File: config.mk
export PLATFORM = sky130hd
export DESIGN_NAME = codec_indirect_control_regs
export DESIGN_NICKNAME = d
export VERILOG_FILES = /design/src/ctrl_reg8.v /design/src/rate_divider.v /design/src/codec_indirect_control_regs.v
export VERILOG_INCLUDE_DIRS = /design/src /design/src/include
export SDC_FILE = /design/constraint.sdc
export NUM_CORES = 1
export LEC_CHECK = 0
export BUFFER_PORTS_ARGS = -buffer_cell sky130_fd_sc_hd__buf_2
export CORE_ASPECT_RATIO = 0.7
export CORE_UTILIZATION = 25
export DETAILED_ROUTE_END_ITERATION = 16
export PLACE_DENSITY = 0.47
export SYNTH_ARGS = -nofsm -noshare
export SYNTH_HDL_FRONTEND = slang
export SYNTH_HIERARCHICAL = 1
export SYNTH_SLANG_ARGS = --single-unit
File: constraint.sdc
create_clock -name clk -period 3.3 [get_ports clk]
set_input_delay 0.165 -clock clk [delete_from_list [all_inputs] [get_ports clk]]
set_output_delay 0.165 -clock clk [all_outputs]
set_load 0.05 [all_outputs]
File: src/include/codec_ctrl_map.vh
// Offsets, field positions, reset values and encodings of the codec control bank
`ifndef CODEC_CTRL_MAP_VH
`define CODEC_CTRL_MAP_VH

// ****************************************
// Index addresses
// ****************************************
`define IDX_LEFT_ADC 4'h0
`define IDX_RIGHT_ADC 4'h1
`define IDX_LEFT_AUX_ONE 4'h2
`define IDX_RIGHT_AUX_ONE 4'h3
`define IDX_LEFT_AUX_TWO 4'h4
`define IDX_RIGHT_AUX_TWO 4'h5
`define IDX_LEFT_DAC 4'h6
`define IDX_RIGHT_DAC 4'h7
`define IDX_FORMAT 4'h8
`define IDX_IFACE_CFG 4'h9
`define IDX_PIN_CTRL 4'ha
`define IDX_INVALID_A 4'hb
`define IDX_MISC_INFO 4'hc
`define IDX_DIGITAL_MIX 4'hd
`define IDX_INVALID_B 4'he
`define IDX_INVALID_C 4'hf

// ****************************************
// Reset values
// ****************************************
`define RST_ADC_CTRL 8'h00
`define RST_AUX_CTRL 8'h80
`define RST_DAC_CTRL 8'h80
`define RST_FORMAT 8'h00

// ****************************************
// Writable bit masks (reserved bits held at zero)
// ****************************************
`define MASK_ADC_CTRL 8'hcf
`define MASK_AUX_CTRL 8'h9f
`define MASK_DAC_CTRL 8'hbf
`define MASK_FORMAT 8'h7f

// ****************************************
// Control word layout (16 bits)
// ****************************************
`define CW_CLEAR_OVR_BIT 15
`define CW_MCE_BIT 14
`define CW_READ_REQ_BIT 13
`define CW_INDEX_MSB 11
`define CW_INDEX_LSB 8
`define CW_DATA_MSB 7
`define CW_DATA_LSB 0

// ****************************************
// Field positions
// ****************************************
`define ADC_GAIN_MSB 3
`define ADC_SRC_MSB 7
`define ADC_SRC_LSB 6
`define AUX_GAIN_MSB 4
`define MUTE_BIT 7
`define DAC_ATTEN_MSB 5
`define FMT_CLK_SRC_BIT 0
`define FMT_DIV_MSB 3
`define FMT_DIV_LSB 1
`define FMT_STEREO_BIT 4
`define FMT_COMPAND_BIT 5
`define FMT_VARIANT_BIT 6

// ****************************************
// Encodings
// ****************************************
`define SRC_LINE_ONE 2'h0
`define SRC_AUX_ONE 2'h1
`define SRC_LINE_TWO 2'h2
`define SRC_LOOPBACK 2'h3
`define ENC_LINEAR_U8 2'h0
`define ENC_LINEAR_S16 2'h1
`define ENC_MULAW 2'h2
`define ENC_ALAW 2'h3

// ****************************************
// Sample-rate divide factors
// ****************************************
`define DIV_CODE0 12'd3072
`define DIV_CODE1 12'd1536
`define DIV_CODE2 12'd896
`define DIV_CODE3 12'd768
`define DIV_CODE4 12'd448
`define DIV_CODE5 12'd384
`define DIV_CODE6 12'd512
`define DIV_CODE7 12'd2560

`endif

File: src/ctrl_reg8.v
// One 8-bit indexed control register with masked write and reset value
module ctrl_reg8 #(
    parameter [7:0] RESET_VALUE = 8'h00,
    parameter [7:0] WRITE_MASK = 8'hff
) (
    // Clock and reset
    input wire clk,
    input wire rst,
    // Write port
    input wire wr_en,
    input wire [7:0] wr_data,
    // Stored value
    output reg [7:0] value_r
);

    always @(posedge clk) begin
        if (rst) begin
            value_r <= RESET_VALUE;
        end else if (wr_en) begin
            value_r <= wr_data & WRITE_MASK;
        end
    end

endmodule // ctrl_reg8

File: src/rate_divider.v
// Divides a crystal clock enable into a sample-rate enable pulse
`include "codec_ctrl_map.vh"
module rate_divider (
    // Clock and reset
    input wire clk,
    input wire rst,
    // Crystal tick and divide code
    input wire xtal_tick,
    input wire [2:0] div_sel,
    // Sample-rate pulse
    output reg sample_tick_r
);

    reg [11:0] factor;
    reg [11:0] count_r;

    always @* begin
        case (div_sel)
            3'h0: factor = `DIV_CODE0;
            3'h1: factor = `DIV_CODE1;
            3'h2: factor = `DIV_CODE2;
            3'h3: factor = `DIV_CODE3;
            3'h4: factor = `DIV_CODE4;
            3'h5: factor = `DIV_CODE5;
            3'h6: factor = `DIV_CODE6;
            3'h7: factor = `DIV_CODE7;
            default: factor = `DIV_CODE0;
        endcase
    end

    always @(posedge clk) begin
        if (rst) begin
            count_r <= 12'h000;
            sample_tick_r <= 1'b0;
        end else begin
            sample_tick_r <= 1'b0;
            if (xtal_tick) begin
                if (count_r >= factor - 12'h001) begin
                    count_r <= 12'h000;
                    sample_tick_r <= 1'b1;
                end else begin
                    count_r <= count_r + 12'h001;
                end
            end
        end
    end

endmodule // rate_divider

File: src/codec_indirect_control_regs.v
// Indirectly addressed control register bank of a serial stereo codec
`include "codec_ctrl_map.vh"
module codec_indirect_control_regs (
    // Clock and reset
    input wire clk,
    input wire rst,
    // Received control word, valid for one cycle when complete
    input wire ctrl_word_valid,
    input wire [15:0] ctrl_word,
    // Status word returned on reads of invalid or unhandled indices
    input wire [15:0] status_word,
    // Crystal tick enables (internal or overdriven)
    input wire primary_crystal_input,
    input wire secondary_crystal_input,
    // Readback word for the next status slot
    output reg [15:0] readback_word_r,
    output reg readback_valid_r,
    // Mode change state
    output reg mode_change_enable_r,
    // ADC input control
    output reg [3:0] left_adc_gain,
    output reg [3:0] right_adc_gain,
    output reg [1:0] left_source_sel,
    output reg [1:0] right_source_sel,
    // Auxiliary input control
    output reg [4:0] left_aux_one_gain,
    output reg [4:0] right_aux_one_gain,
    output reg [4:0] left_aux_two_gain,
    output reg [4:0] right_aux_two_gain,
    output reg left_aux_one_mute,
    output reg right_aux_one_mute,
    output reg left_aux_two_mute,
    output reg right_aux_two_mute,
    // DAC control
    output reg [5:0] left_dac_atten,
    output reg [5:0] right_dac_atten,
    output reg left_dac_mute,
    output reg right_dac_mute,
    // Data format
    output reg rate_clock_source_sel,
    output reg [2:0] rate_divide_sel,
    output reg stereo_mode,
    output reg [1:0] sample_encoding,
    output reg sample_tick
);

    // ****************************************
    // Control word decode
    // ****************************************
    wire [3:0] index_address = ctrl_word[`CW_INDEX_MSB:`CW_INDEX_LSB];
    wire [7:0] wr_byte = ctrl_word[`CW_DATA_MSB:`CW_DATA_LSB];
    wire mce_bit = ctrl_word[`CW_MCE_BIT];
    wire read_req = ctrl_word[`CW_READ_REQ_BIT];
    reg [8:0] wr_sel;
    reg index_valid;

    always @* begin
        wr_sel = 9'h000;
        index_valid = 1'b1;
        case (index_address)
            `IDX_INVALID_A, `IDX_INVALID_B, `IDX_INVALID_C: index_valid = 1'b0;
            default: index_valid = 1'b1;
        endcase
        if (ctrl_word_valid && index_address <= `IDX_FORMAT) begin
            wr_sel[index_address] = 1'b1;
        end
        // Format register is protected
        if (!mce_bit) begin
            wr_sel[8] = 1'b0;
        end
    end

    // ****************************************
    // Register bank
    // ****************************************
    wire [7:0] regs [0:8];
    wire [7:0] left_adc_input_ctrl = regs[0];
    wire [7:0] right_adc_input_ctrl = regs[1];
    wire [7:0] left_aux_one_ctrl = regs[2];
    wire [7:0] right_aux_one_ctrl = regs[3];
    wire [7:0] left_aux_two_ctrl = regs[4];
    wire [7:0] right_aux_two_ctrl = regs[5];
    wire [7:0] left_dac_level_ctrl = regs[6];
    wire [7:0] right_dac_level_ctrl = regs[7];
    wire [7:0] sample_format_ctrl = regs[8];

    ctrl_reg8 #(
        .RESET_VALUE(`RST_ADC_CTRL),
        .WRITE_MASK(`MASK_ADC_CTRL)
    ) u_left_adc (
        .clk(clk),
        .rst(rst),
        .wr_en(wr_sel[0]),
        .wr_data(wr_byte),
        .value_r(regs[0])
    );
    ctrl_reg8 #(
        .RESET_VALUE(`RST_ADC_CTRL),
        .WRITE_MASK(`MASK_ADC_CTRL)
    ) u_right_adc (
        .clk(clk),
        .rst(rst),
        .wr_en(wr_sel[1]),
        .wr_data(wr_byte),
        .value_r(regs[1])
    );
    ctrl_reg8 #(
        .RESET_VALUE(`RST_AUX_CTRL),
        .WRITE_MASK(`MASK_AUX_CTRL)
    ) u_left_aux1 (
        .clk(clk),
        .rst(rst),
        .wr_en(wr_sel[2]),
        .wr_data(wr_byte),
        .value_r(regs[2])
    );
    ctrl_reg8 #(
        .RESET_VALUE(`RST_AUX_CTRL),
        .WRITE_MASK(`MASK_AUX_CTRL)
    ) u_right_aux1 (
        .clk(clk),
        .rst(rst),
        .wr_en(wr_sel[3]),
        .wr_data(wr_byte),
        .value_r(regs[3])
    );
    ctrl_reg8 #(
        .RESET_VALUE(`RST_AUX_CTRL),
        .WRITE_MASK(`MASK_AUX_CTRL)
    ) u_left_aux2 (
        .clk(clk),
        .rst(rst),
        .wr_en(wr_sel[4]),
        .wr_data(wr_byte),
        .value_r(regs[4])
    );
    ctrl_reg8 #(
        .RESET_VALUE(`RST_AUX_CTRL),
        .WRITE_MASK(`MASK_AUX_CTRL)
    ) u_right_aux2 (
        .clk(clk),
        .rst(rst),
        .wr_en(wr_sel[5]),
        .wr_data(wr_byte),
        .value_r(regs[5])
    );
    ctrl_reg8 #(
        .RESET_VALUE(`RST_DAC_CTRL),
        .WRITE_MASK(`MASK_DAC_CTRL)
    ) u_left_dac (
        .clk(clk),
        .rst(rst),
        .wr_en(wr_sel[6]),
        .wr_data(wr_byte),
        .value_r(regs[6])
    );
    ctrl_reg8 #(
        .RESET_VALUE(`RST_DAC_CTRL),
        .WRITE_MASK(`MASK_DAC_CTRL)
    ) u_right_dac (
        .clk(clk),
        .rst(rst),
        .wr_en(wr_sel[7]),
        .wr_data(wr_byte),
        .value_r(regs[7])
    );
    ctrl_reg8 #(
        .RESET_VALUE(`RST_FORMAT),
        .WRITE_MASK(`MASK_FORMAT)
    ) u_format (
        .clk(clk),
        .rst(rst),
        .wr_en(wr_sel[8]),
        .wr_data(wr_byte),
        .value_r(regs[8])
    );

    // ****************************************
    // Mode change state and readback
    // ****************************************
    reg [7:0] read_byte;

    always @* begin
        case (index_address)
            4'h0, 4'h1, 4'h2, 4'h3, 4'h4, 4'h5, 4'h6, 4'h7, 4'h8: read_byte = regs[index_address];
            default: read_byte = 8'h00;
        endcase
    end

    always @(posedge clk) begin
        if (rst) begin
            mode_change_enable_r <= 1'b1;
            readback_word_r <= 16'h0000;
            readback_valid_r <= 1'b0;
        end else begin
            readback_valid_r <= ctrl_word_valid;
            if (ctrl_word_valid) begin
                mode_change_enable_r <= mce_bit;
                if (read_req && index_valid && index_address <= `IDX_FORMAT) begin
                    readback_word_r <= {ctrl_word[15:13], 1'b0, index_address, read_byte};
                end else begin
                    readback_word_r <= status_word;
                end
            end
        end
    end

    // ****************************************
    // Crystal selection and sample-rate divider
    // ****************************************
    reg xtal_tick_r;

    always @(posedge clk) begin
        if (rst) begin
            xtal_tick_r <= 1'b0;
        end else begin
            // Overdriven external clocks arrive as the same tick
            xtal_tick_r <= sample_format_ctrl[`FMT_CLK_SRC_BIT] ?
                secondary_crystal_input : primary_crystal_input;
        end
    end

    wire sample_tick_w;

    rate_divider u_rate_divider (
        .clk(clk),
        .rst(rst),
        .xtal_tick(xtal_tick_r),
        .div_sel(sample_format_ctrl[`FMT_DIV_MSB:`FMT_DIV_LSB]),
        .sample_tick_r(sample_tick_w)
    );

    // ****************************************
    // Field outputs
    // ****************************************
    always @(posedge clk) begin
        if (rst) begin
            left_adc_gain <= 4'h0;
            right_adc_gain <= 4'h0;
            left_source_sel <= `SRC_LINE_ONE;
            right_source_sel <= `SRC_LINE_ONE;
            left_aux_one_gain <= 5'h00;
            right_aux_one_gain <= 5'h00;
            left_aux_two_gain <= 5'h00;
            right_aux_two_gain <= 5'h00;
            left_aux_one_mute <= 1'b1;
            right_aux_one_mute <= 1'b1;
            left_aux_two_mute <= 1'b1;
            right_aux_two_mute <= 1'b1;
            left_dac_atten <= 6'h00;
            right_dac_atten <= 6'h00;
            left_dac_mute <= 1'b1;
            right_dac_mute <= 1'b1;
            rate_clock_source_sel <= 1'b0;
            rate_divide_sel <= 3'h0;
            stereo_mode <= 1'b0;
            sample_encoding <= `ENC_LINEAR_U8;
            sample_tick <= 1'b0;
        end else begin
            left_adc_gain <= left_adc_input_ctrl[`ADC_GAIN_MSB:0];
            right_adc_gain <= right_adc_input_ctrl[`ADC_GAIN_MSB:0];
            left_source_sel <= left_adc_input_ctrl[`ADC_SRC_MSB:`ADC_SRC_LSB];
            right_source_sel <= right_adc_input_ctrl[`ADC_SRC_MSB:`ADC_SRC_LSB];
            left_aux_one_gain <= left_aux_one_ctrl[`AUX_GAIN_MSB:0];
            right_aux_one_gain <= right_aux_one_ctrl[`AUX_GAIN_MSB:0];
            left_aux_two_gain <= left_aux_two_ctrl[`AUX_GAIN_MSB:0];
            right_aux_two_gain <= right_aux_two_ctrl[`AUX_GAIN_MSB:0];
            left_aux_one_mute <= left_aux_one_ctrl[`MUTE_BIT];
            right_aux_one_mute <= right_aux_one_ctrl[`MUTE_BIT];
            left_aux_two_mute <= left_aux_two_ctrl[`MUTE_BIT];
            right_aux_two_mute <= right_aux_two_ctrl[`MUTE_BIT];
            left_dac_atten <= left_dac_level_ctrl[`DAC_ATTEN_MSB:0];
            right_dac_atten <= right_dac_level_ctrl[`DAC_ATTEN_MSB:0];
            // DAC muted by its own bit or by mode change state
            left_dac_mute <= left_dac_level_ctrl[`MUTE_BIT] | mode_change_enable_r;
            right_dac_mute <= right_dac_level_ctrl[`MUTE_BIT] | mode_change_enable_r;
            rate_clock_source_sel <= sample_format_ctrl[`FMT_CLK_SRC_BIT];
            rate_divide_sel <= sample_format_ctrl[`FMT_DIV_MSB:`FMT_DIV_LSB];
            stereo_mode <= sample_format_ctrl[`FMT_STEREO_BIT];
            sample_encoding <= {sample_format_ctrl[`FMT_COMPAND_BIT],
                sample_format_ctrl[`FMT_VARIANT_BIT]};
            sample_tick <= sample_tick_w;
        end
    end

endmodule // codec_indirect_control_regs

==> metrics.md <==
| Metric | Value |
|---|---|
| Largest net degree at the start of global routing | `between 60 and 70` |
| Layout cell share with drive strength beyond 1 | `between 20 and 25%` |
| First-pass GRT wire length | `around 26000 um` |
| Max Cap Violations | `0` |
| Maximum VDD drop | `around 0.00034 V` |
| Worst Hold Class | `primary input to flop` |
| Fin. Hold Viols | `0` |
| Clk buf depth | `2` |
| PostCTS Resize Cnt | `0` |
| I/O Pins | `about 110` |
| Critical path's largest stage delay | `approximately 0.5 ns` |
| CP Launch Type | `flop` |
| Wire length per cell | `about 16 um` |
| Synth async-reset ratio | `0%` |
| Final design utilization | `between 30 and 40%` |
| Slew margin rel. | `slightly below 40%` |
| Period utilization | `between 80% and 90%` |
| Number of synthesized flops with an enable pin | `0` |
| CTS tree | `yes` |
| Final wirelength | `17100 um` |
| Syn Area/Cell | `roughly 10 um^2` |
| Die area | `25400 um^2` |
| Reg2reg end | `u_rate_divider/count_r[6]$_SDFFE_PP0P_` |
| H-tree levels | `4` |
| Crit path buffers/inverters | `1` |
| Power per cell area | `approximately 540 nW/um^2` |
| DR vias | `~4600` |
| Netlist cell types | `44` |
| Detailed Route Iter0 Violations | `between 200 and 250` |
| Area grow syn2layout | `21.2%` |
| Clock Skew | `~0.0086 ns` |
| CP max stage cell | `dfxtp_1` |
| Reg2reg setup slack | `0.36 ns` |
| Slew @ Worst Pin | `around 0.9 ns` |
| Detailed Place HPWL | `~12000 um` |
| Starting Density | `about 26%` |
| Reg-to-reg critical path startpoint | `u_format/value_r[2]$_SDFFE_PP0P_` |
| Crit path cell chain | `inv_1 > ha_1 > nor4_1 > xnor2_1 > ha_1 > nand4_1 > nor4_1 > a2bb2oi_2 > a21oi_4 > nor3_1` |
| GPL Wtd Cong | `roughly 0.76` |
| Sequential share of the synthesized area | `47.6%` |
| Core footprint | `23900 um^2` |
| Vias per cell | `4.35` |
| Post-CTS Setup Inserts | `0` |
| Die span in y | `between 100 and 150 um` |
| Cell family with most CP delay | `simple AND/OR/NAND/NOR gates` |
| DRT antenna net count | `0` |
| Ys flop type | `dfxtp_1` |
| Tmin final | `around 2.9 ns` |
| PortBufs | `111` |
| Crit path DAT | `between 3 and 4 ns` |
| # diodes | `0` |
| Vias in the first global route | `4364` |
| Drt pass-1 iters | `5` |
| GR Overflow Total | `0` |
| Hold_buf cts | `1` |
| Clock sink total | `147` |
| Fin. max-slew vios | `0` |
| Total global-route track usage | `about 14%` |
| WS Path Type | `flop to flop` |
| Worst Hold Path EP | `mode_change_enable_r$_SDFFE_PP1P_` |
| TritonCTS Buffers | `17` |
| Worst skew pair latency | `between 0.4 and 0.5 ns` |
| Req. time, crit path | `3.59 ns` |
| Worst hold path stage count | `2` |
| Final setup vio count | `0` |
| Worst r2r path cells | `10` |
| RSZ-0062 raised after global routing | `false` |
| Status | `finished clean` |
| Top post-synthesis cells by area | `dfxtp_1 (48%), mux2i_1 (14%), nor2b_1 (5.8%)` |
| Setup TNS | `0 ns` |
| DRC Markers | `0` |
| Worst hold path startpoint | `ctrl_word[14]` |
| CTS root buf | `clkbuf_16` |
| Post-synthesis instance total | `633` |
| Initial antenna violation count | `1` |
| Cell taking the most area after synthesis | `dfxtp_1` |
| Row count | `47` |
| Fmax | `about 340 MHz` |
| Nets | `a little under 800` |
| #FFs+latches synth | `147` |
| Static Leak | `3.06 nW` |
| Clk slew on worst S/H paths | `about 0.06 ns` |
| Nature of the critical path endpoint | `flop` |
| Synthesis warning total | `6` |
| Die W | `190 um` |
| Post-Syn Area | `slightly above 6000 um^2` |
| Critical Path Fanout Max | `10` |
| Synth top area share | `between 40% and 50%` |
synthesized netlist by cell type (2+ instances only):
library cell  count
nor2b_1          57
a211oi_1          6
nand4b_1          2
o211ai_1          3
a21oi_4           2
nand2b_1          5
or3_1             3
a22oi_1           8
nand3_1          22
a21boi_0          8
and3_1            3
o21bai_1          8
a211o_1           7
nor2_1           80
nor2b_2           6
buf_2             5
dfxtp_1         147
mux2i_1          89
xor2_1            6
a21oi_1          15
conb_1            9
buf_6            11
clkbuf_1         23
ha_1              7
nor3_1           13
a31oi_1          18
a21o_1            3
nor4_1            4
buf_4            15
nand3b_1          2
nand4_1           6
inv_1             3
nand2_1          19
xnor2_1           5
or2_2             4
area by class of cell:
cell class,instances,area (um^2)
fillers,2532,16400
flip-flops and latches,147,2940
multi-input cells,433,2900
repair buffers,124,671
clock buffers,19,443
well taps,318,398
clock inverters,12,130
inverters,4,15.0
sequential cells by signal, indices dropped and copies added, names as in the netlist, 7 cells and up:
name                    count
u_rate_divider/count_r     12
u_format/value_r            7
u_left_dac/value_r          7
readback_word_r            16
u_right_dac/value_r         7
per-stage QoR:
stage               setup WS [ns]  instance area [um^2]  std cells  power (mW)  hold WS (ns)
finish                      0.359                  7490       1057        4.05        0.0337
global route                0.131                  7490       1057        4.23        0.0405
CTS                         0.377                  7490       1057        4.12        0.0184
detailed placement          0.400                  6910       1025        2.20         0.431
global placement            0.462                  6910       1025        2.20         0.436
floorplan                   0.709                  6210        639        2.10         0.237
routing by layer:
| metal | vias up | wire (um) | GRT usage [%] | part of all wire [%] |
|---|---|---|---|---|
| met2 | 103 | 6690 | 17.9 | 39 |
| met3 | 5 | 968 | 3.56 | 5.7 |
| met4 | 0 | 76 | 4.03 | 0.44 |
| li1 | 2339 | - | - | - |
| met5 | - | 0 | 0 | 0 |
| met1 | 2146 | 9380 | 21.9 | 55 |
cell usage in the layout, fill, tap and decap left out, types with 8 or more instances in the layout:
| cell type | synthesis | routed |
|---|---|---|
| a21oi_1 | 15 | 15 |
| nor3_1 | 13 | 13 |
| conb_1 | 9 | 15 |
| dfxtp_1 | 147 | 147 |
| a22oi_1 | 8 | 8 |
| a31oi_1 | 18 | 18 |
| nor2b_1 | 57 | 57 |
| nand3_1 | 22 | 22 |
| nor2_1 | 80 | 80 |
| mux2i_1 | 89 | 89 |
| nand2_1 | 19 | 19 |
| buf_4 | 15 | 12 |
| a21boi_0 | 8 | 8 |
| buf_2 | 5 | 110 |
| o21bai_1 | 8 | 8 |
| clkbuf_16 | 0 | 17 |
worst reg2reg max path, cell delays in order, from the launching register on:
cell,delay (ns)
dfxtp_1,0.50
inv_1,0.11
ha_1,0.36
nor4_1,0.35
xnor2_1,0.12
ha_1,0.30
nand4_1,0.15
nor4_1,0.36
a2bb2oi_2,0.19
a21oi_4,0.27
nor3_1,0.09
report_power, final:
group / total, mW / internal, mW / switching, mW
clock: 1.90 / 1.13 / 0.767
combinational: 0.330 / 0.102 / 0.228
sequential: 1.83 / 1.81 / 0.0193
cell families after synthesis:
logic type	Yosys count	synth area share, %
simple gates	230	19.1
flops	147	47.6
mux	89	14.4
compound gates	81	9.45
buf+inv	59	5.95
xor+xnor	11	1.56
other cells	9	0.546
fa+ha+maj	7	1.42
worst max-delay path by stage:
| stage | from | endpoint | slack [ns] | cells after the start |
|---|---|---|---|---|
| 6_report | u_format/value_r[2]$_SDFFE_PP0P_ | u_rate_divider/count_r[6]$_SDFFE_PP0P_ | 0.36 | 10 |
| 3_5_place_dp | u_format/value_r[2]$_SDFFE_PP0P_ | u_rate_divider/count_r[5]$_SDFFE_PP0P_ | 0.40 | 10 |
| 4_1_cts | u_format/value_r[2]$_SDFFE_PP0P_ | u_rate_divider/count_r[5]$_SDFFE_PP0P_ | 0.38 | 10 |
| 2_1_floorplan | u_format/value_r[2]$_SDFFE_PP0P_ | u_rate_divider/count_r[10]$_SDFFE_PP0P_ | 0.71 | 10 |
| 5_1_grt | u_format/value_r[2]$_SDFFE_PP0P_ | u_rate_divider/count_r[11]$_SDFFE_PP0P_ | 0.13 | 10 |
| 3_3_place_gp | u_format/value_r[2]$_SDFFE_PP0P_ | u_rate_divider/count_r[5]$_SDFFE_PP0P_ | 0.46 | 10 |
Note: power is estimated with default switching activity, not from simulation.
